**config.mk**
```make
export PLATFORM = sky130hd
export DESIGN_NAME = fsr_bank
export DESIGN_NICKNAME = d
export VERILOG_FILES = /design/src/hw/fsr_pkg.sv /design/src/hw/fsr_flag_if.sv /design/src/hw/fsr_bank.sv /design/src/hw/fsr_sticky.sv
export SDC_FILE = /design/constraint.sdc
export NUM_CORES = 1
export LEC_CHECK = 0
export ABC_AREA = 1
export BUFFER_PORTS_ARGS = -buffer_cell sky130_fd_sc_hd__buf_2
export CAP_MARGIN = 20
export CELL_PAD_IN_SITES_DETAIL_PLACEMENT = 0
export CELL_PAD_IN_SITES_GLOBAL_PLACEMENT = 1
export CORE_ASPECT_RATIO = 0.6
export CORE_MARGIN = 2
export CORE_UTILIZATION = 35
export DETAILED_ROUTE_END_ITERATION = 12
export GPL_TIMING_DRIVEN = 0
export HOLD_SLACK_MARGIN = 0.15
export PLACE_DENSITY_LB_ADDON = 0.1
export SYNTH_ARGS = -nofsm -noshare
export SYNTH_HDL_FRONTEND = slang
export SYNTH_HIERARCHICAL = 1
export SYNTH_SLANG_ARGS = --single-unit
```
**constraint.sdc**
```tcl
create_clock -name clock -period 1.9 [get_ports clock]
set_input_delay 0.38 -clock clock [delete_from_list [all_inputs] [get_ports clock]]
set_output_delay 0.38 -clock clock [all_outputs]
set_load 0.005 [all_outputs]
```
**src/hw/fsr_pkg.sv**
```systemverilog
// Purpose : constants shared by the fault status register bank
// Assumes : one 40 MHz clock, registers reached over a simple word port
// Notes   : positions are bit numbers inside the 16-bit registers
package fsr_pkg;

    // ****************************************************************
    // register port
    // ****************************************************************
    localparam int unsigned ADDR_W       = 8;
    localparam int unsigned DATA_W       = 16;
    localparam logic [7:0]  BOOST_OFFSET = 8'h10;
    localparam logic [7:0]  LED_OFFSET   = 8'h12;
    localparam logic [15:0] REG_RESET    = 16'h0000;

    // ****************************************************************
    // boost fault flags, index 7 down to 0
    // ****************************************************************
    localparam int unsigned BOOST_FLAGS  = 8;
    localparam int unsigned THERMAL_IDX  = 7;
    localparam int unsigned CUR_RES_IDX  = 6;
    localparam int unsigned STR_RES_IDX  = 5;
    localparam int unsigned MODE_RES_IDX = 4;
    localparam int unsigned FREQ_RES_IDX = 3;
    localparam int unsigned OCP_IDX      = 2;
    localparam int unsigned OVP_HIGH_IDX = 1;
    localparam int unsigned OVP_LOW_IDX  = 0;
    localparam logic [7:0][3:0] BOOST_FLAG_POS =
        {4'hf, 4'hd, 4'hb, 4'h9, 4'h7, 4'h5, 4'h3, 4'h1};
    localparam logic [7:0][3:0] BOOST_ACK_POS =
        {4'he, 4'hc, 4'ha, 4'h8, 4'h6, 4'h4, 4'h2, 4'h0};

    // ****************************************************************
    // led fault flags, index 2 down to 0
    // ****************************************************************
    localparam int unsigned LED_FLAGS    = 3;
    localparam int unsigned TIMEOUT_IDX  = 2;
    localparam int unsigned BAD_STR_IDX  = 1;
    localparam int unsigned LAMP_IDX     = 0;
    localparam logic [2:0][3:0] LED_FLAG_POS = {4'he, 4'hc, 4'ha};
    localparam logic [2:0][3:0] LED_ACK_POS  = {4'hd, 4'hb, 4'h9};

    // lamp indicators: ground short, internal short, open
    localparam int unsigned LAMP_INDS    = 3;
    localparam int unsigned GROUND_IND   = 2;
    localparam int unsigned SHORT_IND    = 1;
    localparam int unsigned OPEN_IND     = 0;
    localparam int unsigned GROUND_POS   = 8;
    localparam int unsigned OPEN_POS     = 6;
    localparam int unsigned CHANNELS     = 4;
    localparam int unsigned RESERVED_POS = 15;

endpackage : fsr_pkg

```
**src/hw/fsr_flag_if.sv**
```systemverilog
// Purpose : carries set, clear and state of a group of sticky flags
// Assumes : all signals on the one system clock
// Notes   : keeper holds the flags, user raises sets and clears
interface fsr_flag_if #(
    parameter int unsigned N = 8
) ();
    logic [N-1:0] set;
    logic [N-1:0] clr;
    logic [N-1:0] flag;

    modport keeper (
        input  set,
        input  clr,
        output flag
    );
    modport user (
        output set,
        output clr,
        input  flag
    );
endinterface : fsr_flag_if

```
**src/hw/fsr_bank.sv**
```systemverilog
// Purpose : boost and led fault status registers with interrupt output
// Assumes : fault events and register accesses come from same-clock logic
// Notes   : a flag is cleared only by writing one to it and its clear bit
//
// How it works
// - a thermal fault sets bit 15 of the boost register, zero is no fault.
// - a flag is acknowledged only by one written to it and its clear bit.
// - an acknowledge clears the stored flag and its share of the interrupt.
// - a shorted current resistor shows at bit 13, acknowledged at bit 12.
// - a missing string resistor shows at bit 11, acknowledged at bit 10.
// - a missing mode resistor shows at bit 9, acknowledged at bit 8.
// - a missing frequency resistor shows at bit 7, acknowledged at bit 6.
// - a boost over-current shows at bit 5, acknowledged at bit 4.
// - a high over-voltage shows at bit 3, acknowledged at bit 2.
// - a low over-voltage shows at bit 1, acknowledged at bit 0.
// - the boost register sits at 10h and resets to all zeros.
// - the led register sits at 12h, resets to zero, holds three flags.
// - its low four bits are read-only fault states of channels 4 to 1.
// - ground short, internal short and open states clear with the lamp summary ack.
module fsr_bank (
    input  wire logic                       clock,
    input  wire logic                       reset_n,
    input  wire logic [fsr_pkg::ADDR_W-1:0] reg_addr,
    input  wire logic                       reg_wr,
    input  wire logic                       reg_rd,
    input  wire logic [fsr_pkg::DATA_W-1:0] reg_wdata,
    output logic      [fsr_pkg::DATA_W-1:0] reg_rdata,
    input  wire logic [7:0]                 boost_fault_evt,
    input  wire logic [2:0]                 led_fault_evt,
    input  wire logic [2:0]                 lamp_evt,
    input  wire logic [3:0]                 channel_fault,
    input  wire logic [7:0]                 boost_irq_en,
    input  wire logic [2:0]                 led_irq_en,
    output logic                            fault_irq
);
    import fsr_pkg::*;

    // ****************************************************************
    // reset release
    // ****************************************************************
    logic rst_meta;
    logic rst_n;

    always_ff @(posedge clock or negedge reset_n) begin
        if (!reset_n) begin
            rst_meta <= 1'b0;
            rst_n    <= 1'b0;
        end else begin
            rst_meta <= 1'b1;
            rst_n    <= rst_meta;
        end
    end

    // ****************************************************************
    // address decode
    // ****************************************************************
    logic boost_sel;
    logic led_sel;
    logic boost_wr;
    logic led_wr;

    assign boost_sel = (reg_addr == BOOST_OFFSET);
    assign led_sel   = (reg_addr == LED_OFFSET);
    assign boost_wr  = reg_wr && boost_sel;
    assign led_wr    = reg_wr && led_sel;

    // ****************************************************************
    // acknowledge decode
    // ****************************************************************
    logic [BOOST_FLAGS-1:0] boost_ack;
    logic [LED_FLAGS-1:0]   led_ack;

    for (genvar i = 0; i < BOOST_FLAGS; i++) begin : g_boost_ack
        assign boost_ack[i] = boost_wr
                              && reg_wdata[BOOST_FLAG_POS[i]]
                              && reg_wdata[BOOST_ACK_POS[i]];
    end
    for (genvar j = 0; j < LED_FLAGS; j++) begin : g_led_ack
        assign led_ack[j] = led_wr
                            && reg_wdata[LED_FLAG_POS[j]]
                            && reg_wdata[LED_ACK_POS[j]];
    end

    // ****************************************************************
    // sticky flags
    // ****************************************************************
    fsr_flag_if #(.N(BOOST_FLAGS)) boost_if ();
    fsr_flag_if #(.N(LED_FLAGS))   led_if ();
    fsr_flag_if #(.N(LAMP_INDS))   lamp_if ();

    assign boost_if.set = boost_fault_evt;
    assign boost_if.clr = boost_ack;
    assign led_if.set   = led_fault_evt;
    assign led_if.clr   = led_ack;
    assign lamp_if.set  = lamp_evt;
    assign lamp_if.clr  = {LAMP_INDS{led_ack[LAMP_IDX]}};

    fsr_sticky #(.N(BOOST_FLAGS)) u_boost_flags (
        .clock (clock),
        .rst_n (rst_n),
        .flags (boost_if.keeper)
    );
    fsr_sticky #(.N(LED_FLAGS)) u_led_flags (
        .clock (clock),
        .rst_n (rst_n),
        .flags (led_if.keeper)
    );
    fsr_sticky #(.N(LAMP_INDS)) u_lamp_inds (
        .clock (clock),
        .rst_n (rst_n),
        .flags (lamp_if.keeper)
    );

    // channel states are live levels, copied once for a clean read
    logic [CHANNELS-1:0] channel_ind;

    always_ff @(posedge clock or negedge rst_n) begin
        if (!rst_n) begin
            channel_ind <= '0;
        end else begin
            channel_ind <= channel_fault;
        end
    end

    // ****************************************************************
    // read words
    // ****************************************************************
    logic [DATA_W-1:0] boost_word;
    logic [DATA_W-1:0] led_word;
    logic [DATA_W-1:0] next_rdata;

    for (genvar i = 0; i < BOOST_FLAGS; i++) begin : g_boost_word
        assign boost_word[BOOST_FLAG_POS[i]] = boost_if.flag[i];
        // clear bits act only on write and read back as zero
        assign boost_word[BOOST_ACK_POS[i]]  = 1'b0;
    end

    assign led_word[RESERVED_POS] = 1'b0;
    for (genvar j = 0; j < LED_FLAGS; j++) begin : g_led_word
        assign led_word[LED_FLAG_POS[j]] = led_if.flag[j];
        assign led_word[LED_ACK_POS[j]]  = 1'b0;
    end
    assign led_word[GROUND_POS:OPEN_POS] = lamp_if.flag;
    assign led_word[OPEN_POS-1:CHANNELS] = '0;
    assign led_word[CHANNELS-1:0]        = channel_ind;

    // unmapped addresses read as zero
    assign next_rdata = boost_sel ? boost_word
                      : led_sel   ? led_word
                      : REG_RESET;

    always_ff @(posedge clock or negedge rst_n) begin
        if (!rst_n) begin
            reg_rdata <= REG_RESET;
        end else if (reg_rd) begin
            reg_rdata <= next_rdata;
        end
    end

    // ****************************************************************
    // interrupt output
    // ****************************************************************
    logic [BOOST_FLAGS+LED_FLAGS-1:0] pending;
    logic                             next_irq;

    assign pending  = {led_if.flag & led_irq_en,
                       boost_if.flag & boost_irq_en};
    assign next_irq = |pending;

    always_ff @(posedge clock or negedge rst_n) begin
        if (!rst_n) begin
            fault_irq <= 1'b0;
        end else begin
            fault_irq <= next_irq;
        end
    end

    logic no_events;
    logic [BOOST_FLAGS+LED_FLAGS-1:0] acked;

    assign no_events = (boost_fault_evt == '0) && (led_fault_evt == '0);
    assign acked     = {led_ack, boost_ack};
endmodule : fsr_bank

```
**src/hw/fsr_sticky.sv**
```systemverilog
// Purpose : group of sticky flags, set by events, cleared on request
// Assumes : reset already synchronised by the caller
// Notes   : a set in the clearing cycle wins, so no event is lost
module fsr_sticky #(
    parameter int unsigned N = 8
) (
    input  wire logic clock,
    input  wire logic rst_n,
    fsr_flag_if.keeper flags
);
    import fsr_pkg::*;

    logic [N-1:0] next_flag;

    assign next_flag = (flags.flag & ~flags.clr) | flags.set;

    always_ff @(posedge clock or negedge rst_n) begin
        if (!rst_n) begin
            flags.flag <= '0;
        end else begin
            flags.flag <= next_flag;
        end
    end
endmodule : fsr_sticky

```
-- Word level (Yosys, flattened, before mapping)
Index checks and enable logic that the tools add are counted.
- register bits: 37
- bits of input ports: 57
- word-level logic and storage cells: 48
- equality and inequality tests: 2
- multiplexer cells: 2
- bitwise operators: 11
- reduce and logical (&&, ||, !) cells: 25
- operator list (kind ; count):
    $logic_and 1x1->1 ; 24
    $and 8x8->8 ; 2
    $eq 8x5->1 const B ; 2
    $mux 16 ; 1
    $mux 15 ; 1
    $reduce_or 11->1 ; 1
    $and 3x3->3 ; 3
    $not 8->8 ; 1
    $or 8x8->8 ; 1
    $not 3->3 ; 2
    $or 3x3->3 ; 2

-- Logic depth before layout (Yosys ltp)
Gate-level depths: netlist of the first run.
- depth after elaboration: 7
- depth in mapped cells: 8
- depth with buffers taken out: 8

-- Cells and area by module
The synthesis of the first run kept the hierarchy.
- modules (own cells, without submodules) (module ; instances ; cells each ; area each (um^2)):
    fsr_bank ; 1 ; 140 ; 1106.1
    fsr_sticky (u_boost_flags) ; 1 ; 40 ; 320.3
    fsr_sticky (u_lamp_inds ...) ; 2 ; 15 ; 120.1

-- Least setup slack after synthesis of the first run
No wires, ideal clock.
- path kind: input -> register
- start: in reg_addr[6] (netlist name)
- end: reg u_led_flags.flags.flag[0]
- arrival: 1108 ps
- required time: 1784 ps
- setup slack: 676 ps
- cell stages on the path: 8
- buffers on the path: 0
- cells stage by stage: inv_1 -> nand2_2 -> nor2_8 -> nand3_2 -> nor2_1 -> inv_1 -> nand2_1 -> nand2_1
- cells in the longest elaborated chain, start to end: 7
- ends and longest elaborated chain (element ; line ; RTL):
    start, declared ; fsr_bank.sv:23 ; input wire logic [fsr_pkg::ADDR_W-1:0] reg_addr,
    $eq 8x5->1 ; fsr_bank.sv:63 ; assign led_sel = (reg_addr == LED_OFFSET);
    $logic_and 1x1->1 ; fsr_bank.sv:65 ; assign led_wr = reg_wr && led_sel;
    $logic_and 1x1->1 ; fsr_bank.sv:80 ; && reg_wdata[LED_FLAG_POS[j]]
    $logic_and 1x1->1 ; fsr_bank.sv:81 ; && reg_wdata[LED_ACK_POS[j]];
    via acked[8] ; fsr_bank.sv:179 ; logic [BOOST_FLAGS+LED_FLAGS-1:0] acked;
    $not 3->3 ; fsr_sticky.sv:15 ; assign next_flag = (flags.flag & ~flags.clr) | flags.set;
    $and 3x3->3 ; fsr_sticky.sv:15 ;
    $or 3x3->3 ; fsr_sticky.sv:15 ;
    via u_led_flags.next_flag[0] ; fsr_sticky.sv:13 ; logic [N-1:0] next_flag;
    end signal, assigned ; fsr_sticky.sv:21 ; flags.flag <= next_flag;
    end, declared ; fsr_flag_if.sv:14 ; output flag
The timed path passes the listed nets, and every way through them passes these cells.
A chain may end at the register's enable or synchronous reset.

-- Worst setup path in the final report of the first run
- start: in reg_addr[5] (netlist name)
- end: reg u_led_flags.flags.flag[0]
The elaborated chain is that of the path after synthesis.

==> flow_metrics.py, run 1 <==
metrics = {
    "drt": {
        "drc_errors": 0,
        "detailedRoute.firstPassIterationCount": 4,
        "detail_route.iter0.violations": 69,
        "final_antenna_net_count": 0,
        "routed-via-count": 1432,
        "routedWlPerCell_um": 10.8,
        "avgViaCountPerCell": 4.06,
        "wirelength_um": 3800,
    },
    "grt": {
        "number_of_antenna_violations_at_the_first_check_in_global_routing": 0,
        "vias_in_the_first_global_route": 1411,
        "grt_use_total_pct": 16.1,
        "grt-ovfl-total": 0,
        "grt_pass1_wl_um": 6510,
        "grt_max_degree": 35,
    },
    "worst_setup_path": {
        "worst_r2r_startpoint": "u_boost_flags/flags.flag[2]",
        "cp-end-kind": "register",
        "regToRegSetupSlack_ps": 970,
        "required_ps": 2080,
        "critPathMaxFanout": 10,
        "worst_ep_arrival_time_ps": 1480,
        "timing_worst_setup_path_type": "in2reg",
        "crit_start": "reg_addr[5]",
        "start_kind": "primary input",
    },
    "synthesis": {
        "seq_area_frac_synth_pct": 54.1,
        "ys_async_sr_fraction_pct": 100,
        "synth-warning-count": 6,
        "synth.lib_cells_used.distinct": 20,
        "netlist_top_cells_area": "dfrtp_1 54%, nand2_1 20%, inv_1 7.9%",
        "ys_top_cells_by_count": "88 x nand2_1, 36 x dfrtp_1, 35 x inv_1, 12 x nor2_1, 8 x nand3_1",
        "synthCells": 210,
        "synth_largest_area_cell": "dfrtp_1",
        "area_share_of_the_leading_cell_type_in_the_synthesized_netlist_pct": 54.1,
        "mappedNetlistNets": 267,
        "synthesis.area_per_instance_um2": 7.94,
        "count_of_state_elements_after_synthesis": 36,
        "synthesis.area_um2": 1670,
        "post-synth-top-count-cell": "nand2_1",
        "synth-edff-count": 0,
        "dominantRegCellSynth": "dfrtp_1",
    },
    "timing": {
        "final.setup_skew_ps": 2.27,
        "fin_crit_ps": 1300,
        "final-hold-violation-count": 0,
        "fin_tns_setup_ps": 0,
        "timing.final.crit_share_pct": 68.4,
        "achievable-frequency_mhz": 769,
        "relative_slew_slack_pct": 50.5,
        "number_of_max_slew_violations_in_the_final_report": 0,
        "timing_worst_slew_pin_value_ps": 743,
        "grt_setup_unrepaired": "no",
        "setup_viol_count_final": 0,
        "postLayoutSetupSlackWorst_ps": 600,
    },
    "floorplan": {
        "initial_utilization_pct": 36.3,
        "placeableCoreArea_um2": 4590,
        "floorplan.die_area_um2": 5350,
        "rows": 19,
        "dieHeight_um": 57.5,
        "dieWidth_um": 93.1,
        "io-pin-count": 74,
    },
    "placement": {
        "placement.setup.worst_slack_ps": 272,
        "port_buffers": 71,
        "detailedPlacementHpwl_um": 2940,
        "place.gp.congestion": 0.777,
    },
    "cts": {
        "number_of_buffers_created_by_cts": 5,
        "max-clock-path-buffers": 2,
        "tritoncts_num_sinks": 36,
        "cts_tree": "done",
        "cts.repair_timing.setup_buffer_count": 0,
        "cts_root_buf": "clkbuf_8",
        "cts.reportedPaths.clkPinSlew_ps": 70,
        "clock_network_latency_to_the_later_pin_of_the_worst_skew_pair_ps": 290,
        "ctsHtreeMaxLevel": 2,
    },
    "power_and_ir_drop": {
        "powerDensity_nw_per_um2": 672,
        "vdd.ir_drop.worst_v": 0.000259,
        "cellLeakagePower_nw": 1.29,
    },
    "finish": {
        "area_of_the_multi_input_gates_um2": 606,
        "layout-area-overhead-vs-synth_pct": 32.3,
        "seq_area_um2": 902,
        "post_route_cells_drive_above_1_share_pct": 32.8,
        "nFillCells": 483,
        "finish.utilization_pct": 48.1,
        "diodes": 0,
        "nets": 346,
    },
    "run_status": {
        "run_status": "complete, no violations",
    },
    "worst_hold_path": {
        "hold_class": "in2reg",
        "hold_path.startpoint": "channel_fault[0]",
    },
    "flow_run": {
        "maxCapViolations": 0,
    },
}
[logic make-up after synthesis]
| logic type | after synthesis | synth area share [%] |
|---|---|---|
| AND/OR/NAND/NOR | 119 | 32.0 |
| AO/OA/AOI/OAI | 13 | 3.90 |
| flip-flops | 36 | 54.1 |
| other | 2 | 0.451 |
| buffers and inverters | 40 | 9.61 |
[where the power goes]
part           leakage, nW  switching [W]  internal [W]  total (W)
combinational        0.831      0.0000600     0.0000628   0.000123
clock               0.0510       0.000279      0.000289   0.000568
sequential           0.410      0.0000160      0.000774   0.000790
[layout by cell type (no fill, tap or decap)]
cell type and n:
a21oi_1 1, buf_2 72, buf_4 2, clkbuf_2 1, clkbuf_8 6, clkinv_2 2, conb_1 2, dfrtp_1 35
dfrtp_2 1, dlygate4sd3_1 1, inv_1 35, inv_2 1, nand2_1 88, nand2_2 3, nand2_4 2, nand3_1 8
nand3_2 1, nand3_4 1, nand4_1 1, nor2_1 12, nor2_4 2, nor2_8 1, o21ai_0 5, o21ai_1 7
[critical path, cell delays in order]
cell and delay (ps):
buf_2 100, inv_2 40, nand2_2 70, nor2_8 230, nand3_2 140, nor2_1 330
inv_1 70, nand2_1 60, nand2_1 50
[layout make-up]
class	instances	share of cell area (%)
Sequential cell	36	40.9
Timing Repair Buffer	72	16.6
Clock buffer	6	3.75
Tap cell	63	3.58
Clock inverter	2	0.454
Inverter	36	6.13
Buffer	4	1.14
Multi-Input combinational cell	134	27.5
[routing by layer]
| layer | GRT usage [%] | vias up | share of wire (%) | wire length [um] |
|---|---|---|---|---|
| li1 | - | 773 | - | - |
| met1 | 23.5 | 608 | 53 | 2030 |
| met2 | 22.7 | 44 | 39 | 1470 |
| met5 | 0 | - | 0 | 0 |
| met3 | 4.76 | 7 | 6.7 | 253 |
| met4 | 5.67 | 0 | 1.2 | 47 |
[final timing paths]
path	endpoint	depth (start not counted)
setup / recovery	u_led_flags/flags.flag[0]	9
hold / removal	channel_ind[0]	1
setup reg to reg	fault_irq	4
hold reg to reg	reg_rdata[8]	0
max in group asynchronous	u_boost_flags/flags.flag[6]	0
min in group asynchronous	reg_rdata[8]	0
[timing repair]
item                                   4_1_cts  5_1_grt
resized for setup                            0        0
hold buffers                                 1        0
endpoints found under the hold margin        2        0
[state kept, by name, indices dropped and copies added (netlist names)]
register / cells
u_boost_flags/flags.flag: 8
reg_rdata: 15
rst_meta: 1
fault_irq: 1
rst_n: 1
u_lamp_inds/flags.flag: 3
channel_ind: 4
u_led_flags/flags.flag: 3
[per-stage QoR]
stage | instance area [um2] | hold WS (ps) | total power (W) | std cells
after floorplan | 1670 | 84.4 | 0.000855 | 210
after global placement | 2100 | 166 | 0.000929 | 344
after detailed placement | 2100 | 168 | 0.000929 | 344
after CTS | 2200 | 197 | 0.00149 | 353
after global routing | 2200 | 187 | 0.00156 | 353
final | 2200 | 201 | 0.00148 | 353
Power figures use the tool's default switching activity.
==> inputs of run 2 (changes only) <==
Settings changed: ABC_AREA 1 to 0, CORE_UTILIZATION 35 to 34.
Clock period 1.9 ns to 1.25 ns, I/O delays scaled along.
==> run 2 against run 1 <==
The run now ends with setup timing left. Sequential power is 51% higher. Register-to-register slack worse by 910 ps. Non-clock buffer count is 21 higher. Sequential share of layout area is 3.4 points lower. Utilization is 5.1 points higher. Sequential cell count stayed put. Synthesized cell count is 30% lower. Largest power group unchanged.
==> flow_metrics.py, run 2 <==
metrics = {
    "flow_run": {
        "maxCapViolations": 0,
    },
    "grt": {
        "number_of_antenna_violations_at_the_first_check_in_global_routing": 0,
        "vias_in_the_first_global_route": 1396,
        "grt_max_degree": 19,
        "grt_pass1_wl_um": 6400,
        "grt-ovfl-total": 0,
        "grt_use_total_pct": 16.4,
    },
    "synthesis": {
        "synth.lib_cells_used.distinct": 23,
        "dominantRegCellSynth": "dfrtp_1",
        "mappedNetlistNets": 203,
        "compound_gate_fraction_of_synth_area_pct": 18.3,
        "synthesis.area_um2": 1570,
        "ys_async_sr_fraction_pct": 100,
        "area_share_of_and_or_nand_nor_cells_after_synthesis_pct": 12.6,
        "area_share_of_the_leading_cell_type_in_the_synthesized_netlist_pct": 57.4,
        "synth_top_family_by_area": "compound AO/OA/AOI/OAI gates",
        "synth_largest_area_cell": "dfrtp_1",
        "seq_area_frac_synth_pct": 57.4,
        "netlist_top_cells_area": "dfrtp_1 57%, inv_1 7.2%, a21o_1 6.7%",
        "synth-edff-count": 0,
        "adder_and_majority_gate_portion_of_the_synthesized_area_pct": 0,
        "post_synth_xor_area_fraction_pct": 0,
        "synth-warning-count": 6,
        "muxShareOfSynthArea_pct": 2.15,
        "synthCells": 146,
        "synthesis.area_per_instance_um2": 10.8,
        "ys_top_cells_by_count": "36 x dfrtp_1, 30 x inv_1, 16 x nand2_1, 14 x a21o_1, 11 x and3_1",
        "post-synth-top-count-cell": "dfrtp_1",
        "count_of_state_elements_after_synthesis": 36,
    },
    "floorplan": {
        "dieHeight_um": 56.6,
        "io-pin-count": 74,
        "rows": 19,
        "dieWidth_um": 91.7,
        "initial_utilization_pct": 34.8,
        "placeableCoreArea_um2": 4520,
        "floorplan.die_area_um2": 5200,
    },
    "placement": {
        "place.gp.congestion": 0.710,
        "post_placement_cell_area_um2": 2040,
        "port_buffers": 71,
        "placement.setup.worst_slack_ps": -836,
        "detailedPlacementHpwl_um": 3120,
    },
    "power_and_ir_drop": {
        "p_switching_w": 0.000524,
        "clock_power_share_pct": 37.4,
        "p_int_w": 0.00176,
        "powerDensity_nw_per_um2": 951,
        "cellLeakagePower_nw": 1.13,
        "power.combinational.fraction_pct": 10.4,
        "vdd.ir_drop.worst_v": 0.000483,
        "power.switching_fraction_pct": 23.0,
        "power_w": 0.00228,
        "power.sequential.fraction_pct": 52.2,
    },
    "timing": {
        "setup_viol_count_final": 29,
        "final-hold-violation-count": 0,
        "number_of_max_slew_violations_in_the_final_report": 0,
        "fin_crit_ps": 1520,
        "postLayoutSetupSlackWorst_ps": -266,
        "timing.final.crit_share_pct": 121,
        "timing_worst_slew_pin_value_ps": 814,
        "fin_worst_hold_slack_ps": 242,
        "final.setup_skew_ps": 2.73,
        "achievable-frequency_mhz": 660,
        "relative_slew_slack_pct": 45.7,
        "grt_setup_unrepaired": "yes",
    },
    "finish": {
        "nets": 302,
        "area_of_the_multi_input_gates_um2": 591,
        "layout-area-overhead-vs-synth_pct": 52.7,
        "seq_area_um2": 901,
        "nFillCells": 437,
        "most_flops_register": "reg_rdata",
        "largest_register_ffs": 15,
        "biggestRegsByFlops": "reg_rdata: 15 flops, u_boost_flags/flags.flag: 8 flops, channel_ind: 4 flops",
        "layout.cell_area.non_filler_um2": 2400,
        "mostFrequentLayoutCell": "buf_2",
        "post_route_cells_drive_above_1_share_pct": 45.1,
        "mostFrequentLayoutCells": "69 x buf_2, 36 x dfrtp_1, 24 x inv_1",
        "diodes": 0,
    },
    "cts": {
        "ctsHtreeMaxLevel": 2,
        "tritoncts_num_sinks": 36,
        "cts_tree": "done",
        "cts_root_buf": "clkbuf_8",
        "cts.reportedPaths.clkPinSlew_ps": 70,
        "number_of_buffers_created_by_cts": 5,
        "clock_network_latency_to_the_later_pin_of_the_worst_skew_pair_ps": 280,
        "max-clock-path-buffers": 2,
    },
    "run_status": {
        "failed_checks": "setup timing",
        "run_status": "complete, but fails checks",
    },
    "drt": {
        "final_antenna_net_count": 0,
        "wirelength_um": 4070,
        "routed-via-count": 1367,
        "avgViaCountPerCell": 4.42,
        "detailedRoute.firstPassIterationCount": 4,
        "drc_errors": 0,
        "routedWlPerCell_um": 13.2,
        "detail_route.iter0.violations": 50,
    },
    "worst_setup_path": {
        "start_kind": "primary input",
        "required_ps": 1460,
        "worst_ep_arrival_time_ps": 1720,
        "worst_r2r_startpoint": "u_boost_flags/flags.flag[6]",
        "regToRegSetupSlack_ps": 60,
        "cp-end-kind": "register",
        "r2r.worst_path.cells": 3,
        "critical_path.reg2reg.endpoint": "fault_irq",
        "critPathMaxFanout": 7,
        "timing_worst_setup_path_type": "in2reg",
    },
    "worst_hold_path": {
        "holdPathEnd": "fault_irq",
        "hold_path.startpoint": "boost_irq_en[7]",
        "worstHoldPathCells": 3,
        "hold_class": "in2reg",
    },
}
[run 2: changes by cell type after synthesis, sizes merged, moves of 2 or more]
cell    previous run  this run
a221oi             0         2
mux2               0         3
inv               36        30
nand2             93        16
clkbuf             1         3
nand3             10         1
nor2              15         0
or3                0         2
and3               0        11
o21ai             12         0
a21o               0        14
a22o               0         2
o22ai              0        15
[run 2: routing by layer]
| metal | wire length (um) | vias up | global-route usage [%] | share of wire (%) |
|---|---|---|---|---|
| li1 | - | 684 | - | - |
| met1 | 1840 | 642 | 20.2 | 45 |
| met2 | 1990 | 37 | 28.5 | 49 |
| met3 | 214 | 4 | 4.43 | 5.3 |
| met4 | 23 | 0 | 5.12 | 0.57 |
| met5 | 0 | - | 0 | 0 |
[run 2: how the worst max path moves through the flow]
stage / start / depth (start not counted) / slack [ps] / to
2_1_floorplan: reg_addr[5] / 4 / -370 / reg_rdata[0]
3_3_place_gp: reg_addr[5] / 6 / -810 / u_lamp_inds/flags.flag[1]
3_5_place_dp: reg_addr[5] / 6 / -840 / u_lamp_inds/flags.flag[0]
4_1_cts: reg_addr[6] / 7 / -280 / u_boost_flags/flags.flag[0]
5_1_grt: reg_addr[5] / 7 / -290 / u_boost_flags/flags.flag[1]
6_report: reg_addr[5] / 5 / -270 / reg_rdata[2]
[run 2: timing repair]
item / in CTS / in global routing
pin swaps: 23 / 5
buffers inserted: 2 / 0
endpoints found under the hold margin: 20 / 0
resized for setup: 17 / 3
hold buffers: 19 / 0
endpoints found under the setup margin: 26 / 29
[run 2: power groups by stage]
| stage | clock network [W] | logic (W) | registers, W |
|---|---|---|---|
| 2_1_floorplan | 0 | 0.0000552 | 0.00122 |
| 3_3_place_gp | 0 | 0.000156 | 0.00122 |
| 3_5_place_dp | 0 | 0.000182 | 0.00122 |
| 4_1_cts | 0.000882 | 0.000235 | 0.00119 |
| 5_1_grt | 0.000926 | 0.000259 | 0.00119 |
| 6_report | 0.000853 | 0.000238 | 0.00119 |
[run 2: final cells by class]
type                    count  area share, %
inverters                  30           4.69
clock buffers               6           3.44
plain buffers               4          0.782
clock inverters             2          0.417
well taps                  63           3.29
repair buffers             93           25.2
flip-flops and latches     36           37.6
multi-input cells          75           24.6
[run 2: logic make-up after synthesis]
group	after synthesis
DFF	36
and+or+nand+nor	36
buffers and inverters	35
AOI/OAI and AO/OA	34
muxes	3
other	2
[run 2: through the flow]
stage,setup TNS (ps),utilization (%),cells
2_1_floorplan,-8400,-,146
3_3_place_gp,-22720,44.7,280
3_5_place_dp,-16370,45.3,281
4_1_cts,-5210,52.7,309
5_1_grt,-5870,53.1,309
6_report,-4910,53.1,309
[run 2: worst max-delay path: stages]
cell and delay (ps):
buf_6 90, or4b_4 580, buf_4 170, or4_4 510, o22ai_2 120
==> inputs of run 3 (changes only) <==
Settings changed: CORE_MARGIN 2 to 3, SLEW_MARGIN set to 10.
Clock period 1.25 ns to 1.6 ns, I/O delays scaled along.
==> run 3 against run 2 <==
The flow now finishes without violations. Combinational power decreased by 42%. Total power decreased by 15%. Worst setup slack improved by 270 ps. Die area increased by 5.8%. Sequential share of layout area increased by 2.5 points. Sequential cell count unchanged. Global-route usage decreased by 1.5 points. Critical path type unchanged.
==> flow_metrics.py, run 3 (same netlist as run 2, synthesis figures left out) <==
metrics = {
    "worst_setup_path": {
        "timing_worst_setup_path_type": "in2reg",
        "critPathMaxFanout": 8,
        "worst_ep_arrival_time_ps": 1770,
        "required_ps": 1770,
        "cp-end-kind": "register",
        "critical_path.cell_chain": "buf_6 -> or4b_4 -> nor4_4 -> buf_6 -> and3_4 -> inv_2 -> a21o_1",
        "critPathMostFrequentCell": "buf_6",
        "timing.critical_path.slowest_stage_cell": "or4b_4",
        "start_kind": "primary input",
        "worst_path_largest_cell_delay_ps": 590,
    },
    "power_and_ir_drop": {
        "p_int_w": 0.00155,
        "vdd.ir_drop.worst_v": 0.000344,
        "clock_power_share_pct": 44.4,
        "p_switching_w": 0.000388,
        "power.switching_fraction_pct": 20.0,
        "power.combinational.fraction_pct": 7.2,
        "powerDensity_nw_per_um2": 860,
        "cellLeakagePower_nw": 1.06,
        "power.sequential.fraction_pct": 48.4,
    },
    "finish": {
        "layout.cell_area.non_filler_um2": 2250,
        "area_of_the_multi_input_gates_um2": 576,
        "seq_area_um2": 902,
        "mostFrequentLayoutCells": "69 x buf_2, 35 x dfrtp_1, 26 x inv_1",
        "post_route_cells_drive_above_1_share_pct": 46.3,
        "nFillCells": 400,
        "nets": 287,
        "largest_register_ffs": 15,
        "layout-area-overhead-vs-synth_pct": 43.3,
        "biggestRegsByFlops": "reg_rdata: 15 flops, u_boost_flags/flags.flag: 8 flops, channel_ind: 4 flops",
        "fin_cells": 291,
        "most_flops_register": "reg_rdata",
        "mostFrequentLayoutCell": "buf_2",
        "diodes": 0,
    },
    "drt": {
        "routedWlPerCell_um": 13.8,
        "drc_errors": 0,
        "wirelength_um": 4000,
        "top_layer_used": "met4",
        "met2_routed_length_um": 1860,
        "avgViaCountPerCell": 4.57,
        "detailedRoute.firstPassIterationCount": 4,
        "met3_length_um": 285,
        "routed-via-count": 1329,
        "final_antenna_net_count": 0,
        "detail_route.iter0.violations": 31,
        "wirelength_met1_um": 1830,
    },
    "cts": {
        "cts_root_buf": "clkbuf_8",
        "tritoncts_num_sinks": 36,
        "cts_tree": "done",
        "ctsHtreeMaxLevel": 2,
        "max-clock-path-buffers": 2,
        "cts.reportedPaths.clkPinSlew_ps": 70,
        "clock_network_latency_to_the_later_pin_of_the_worst_skew_pair_ps": 280,
        "number_of_buffers_created_by_cts": 5,
    },
    "timing": {
        "postLayoutSetupSlackWorst_ps": 1.06,
        "setup_viol_count_final": 0,
        "timing_worst_slew_pin_value_ps": 730,
        "relative_slew_slack_pct": 51.3,
        "fin_worst_hold_slack_ps": 206,
        "fin_tns_setup_ps": 0,
        "final-hold-violation-count": 0,
        "grt_setup_unrepaired": "yes",
        "fin_crit_ps": 1600,
        "final.setup_skew_ps": 5.82,
        "achievable-frequency_mhz": 625,
        "timing.final.crit_share_pct": 99.9,
        "number_of_max_slew_violations_in_the_final_report": 0,
    },
    "grt": {
        "vias_in_the_first_global_route": 1332,
        "grt_pass1_wl_um": 6180,
        "number_of_antenna_violations_at_the_first_check_in_global_routing": 0,
        "grt_max_degree": 35,
        "grt_use_total_pct": 14.9,
        "grt-ovfl-total": 0,
    },
    "floorplan": {
        "io-pin-count": 74,
        "dieHeight_um": 58.6,
        "dieWidth_um": 93.7,
        "floorplan.die_area_um2": 5500,
        "placeableCoreArea_um2": 4280,
        "initial_utilization_pct": 36.7,
        "rows": 18,
    },
    "run_status": {
        "run_status": "complete, no violations",
    },
    "placement": {
        "detailedPlacementHpwl_um": 3140,
        "placement.setup.worst_slack_ps": -589,
        "post_placement_cell_area_um2": 2010,
        "port_buffers": 71,
        "numPlacedInstances": 277,
        "place.gp.congestion": 0.710,
    },
    "flow_run": {
        "maxCapViolations": 0,
    },
    "worst_hold_path": {
        "hold_class": "in2reg",
    },
}
-- run 3: changes by cell type in the layout (fill, tap and decap cells not counted), moves of 2 or more --
| cell | previous run | this run |
|---|---|---|
| o22ai_1 | 6 | 8 |
| o22ai_2 | 9 | 7 |
| dlygate4sd3_1 | 19 | 5 |
| inv_1 | 24 | 26 |
| inv_2 | 6 | 4 |
| clkinv_2 | 2 | 0 |
-- run 3: final cells by class --
type                            count  share of cell area, %
Timing Repair Buffer               77                   19.1
Buffer                              5                   1.33
Clock inverter                      1                   1.33
Clock buffer                        7                   4.28
Tap cell                           60                   3.34
Inverter                           30                   5.00
Multi-Input combinational cell     75                   25.6
Sequential cell                    36                   40.1
-- run 3: timing repair --
action	4_1_cts	5_1_grt
pin swaps	7	6
setup endpoints to repair	14	8
hold buffers	5	0
gates resized for setup	11	4
buffers inserted	1	0
endpoints found under the hold margin	6	0
-- run 3: power by group through the flow --
stage / Clock, W / Combinational [W] / Sequential [W]
2_1_floorplan: 0 / 0.0000431 / 0.000951
3_3_place_gp: 0 / 0.000120 / 0.000956
3_5_place_dp: 0 / 0.000124 / 0.000957
4_1_cts: 0.000878 / 0.000138 / 0.000939
5_1_grt: 0.000928 / 0.000153 / 0.000942
6_report: 0.000860 / 0.000139 / 0.000938
-- run 3: final timing paths --
path / startpoint / end / slack, ps / cells past startpoint
setup / recovery: reg_addr[5] / u_boost_flags/flags.flag[0] / 1 / 7
hold / removal: led_fault_evt[2] / u_led_flags/flags.flag[2] / 210 / 2
max in group asynchronous: rst_n / reg_rdata[1] / 790 / 0
setup reg to reg: u_boost_flags/flags.flag[6] / fault_irq / 430 / 3
min in group asynchronous: rst_n / reg_rdata[10] / 330 / 0
hold reg to reg: rst_n / reg_rdata[10] / 330 / 0
-- run 3: metal layers --
layer,up-vias,track usage [%]
met5,-,0
met4,0,5.56
met3,5,4.85
met2,44,24.4
met1,627,18.7
li1,653,-
-- run 3: worst max-delay path: cells and delay by family --
family,cells,cell delay (ps)
AO/OA/AOI/OAI,1,160
buffers and inverters,3,290
AND/OR/NAND/NOR,3,1010
-- run 3: per-stage QoR --
step	util, %	power (W)
global route	52.6	0.00202
detailed placement	47.1	0.00108
floorplan	-	0.000994
finish	52.6	0.00194
CTS	52.3	0.00196
global placement	47.0	0.00108
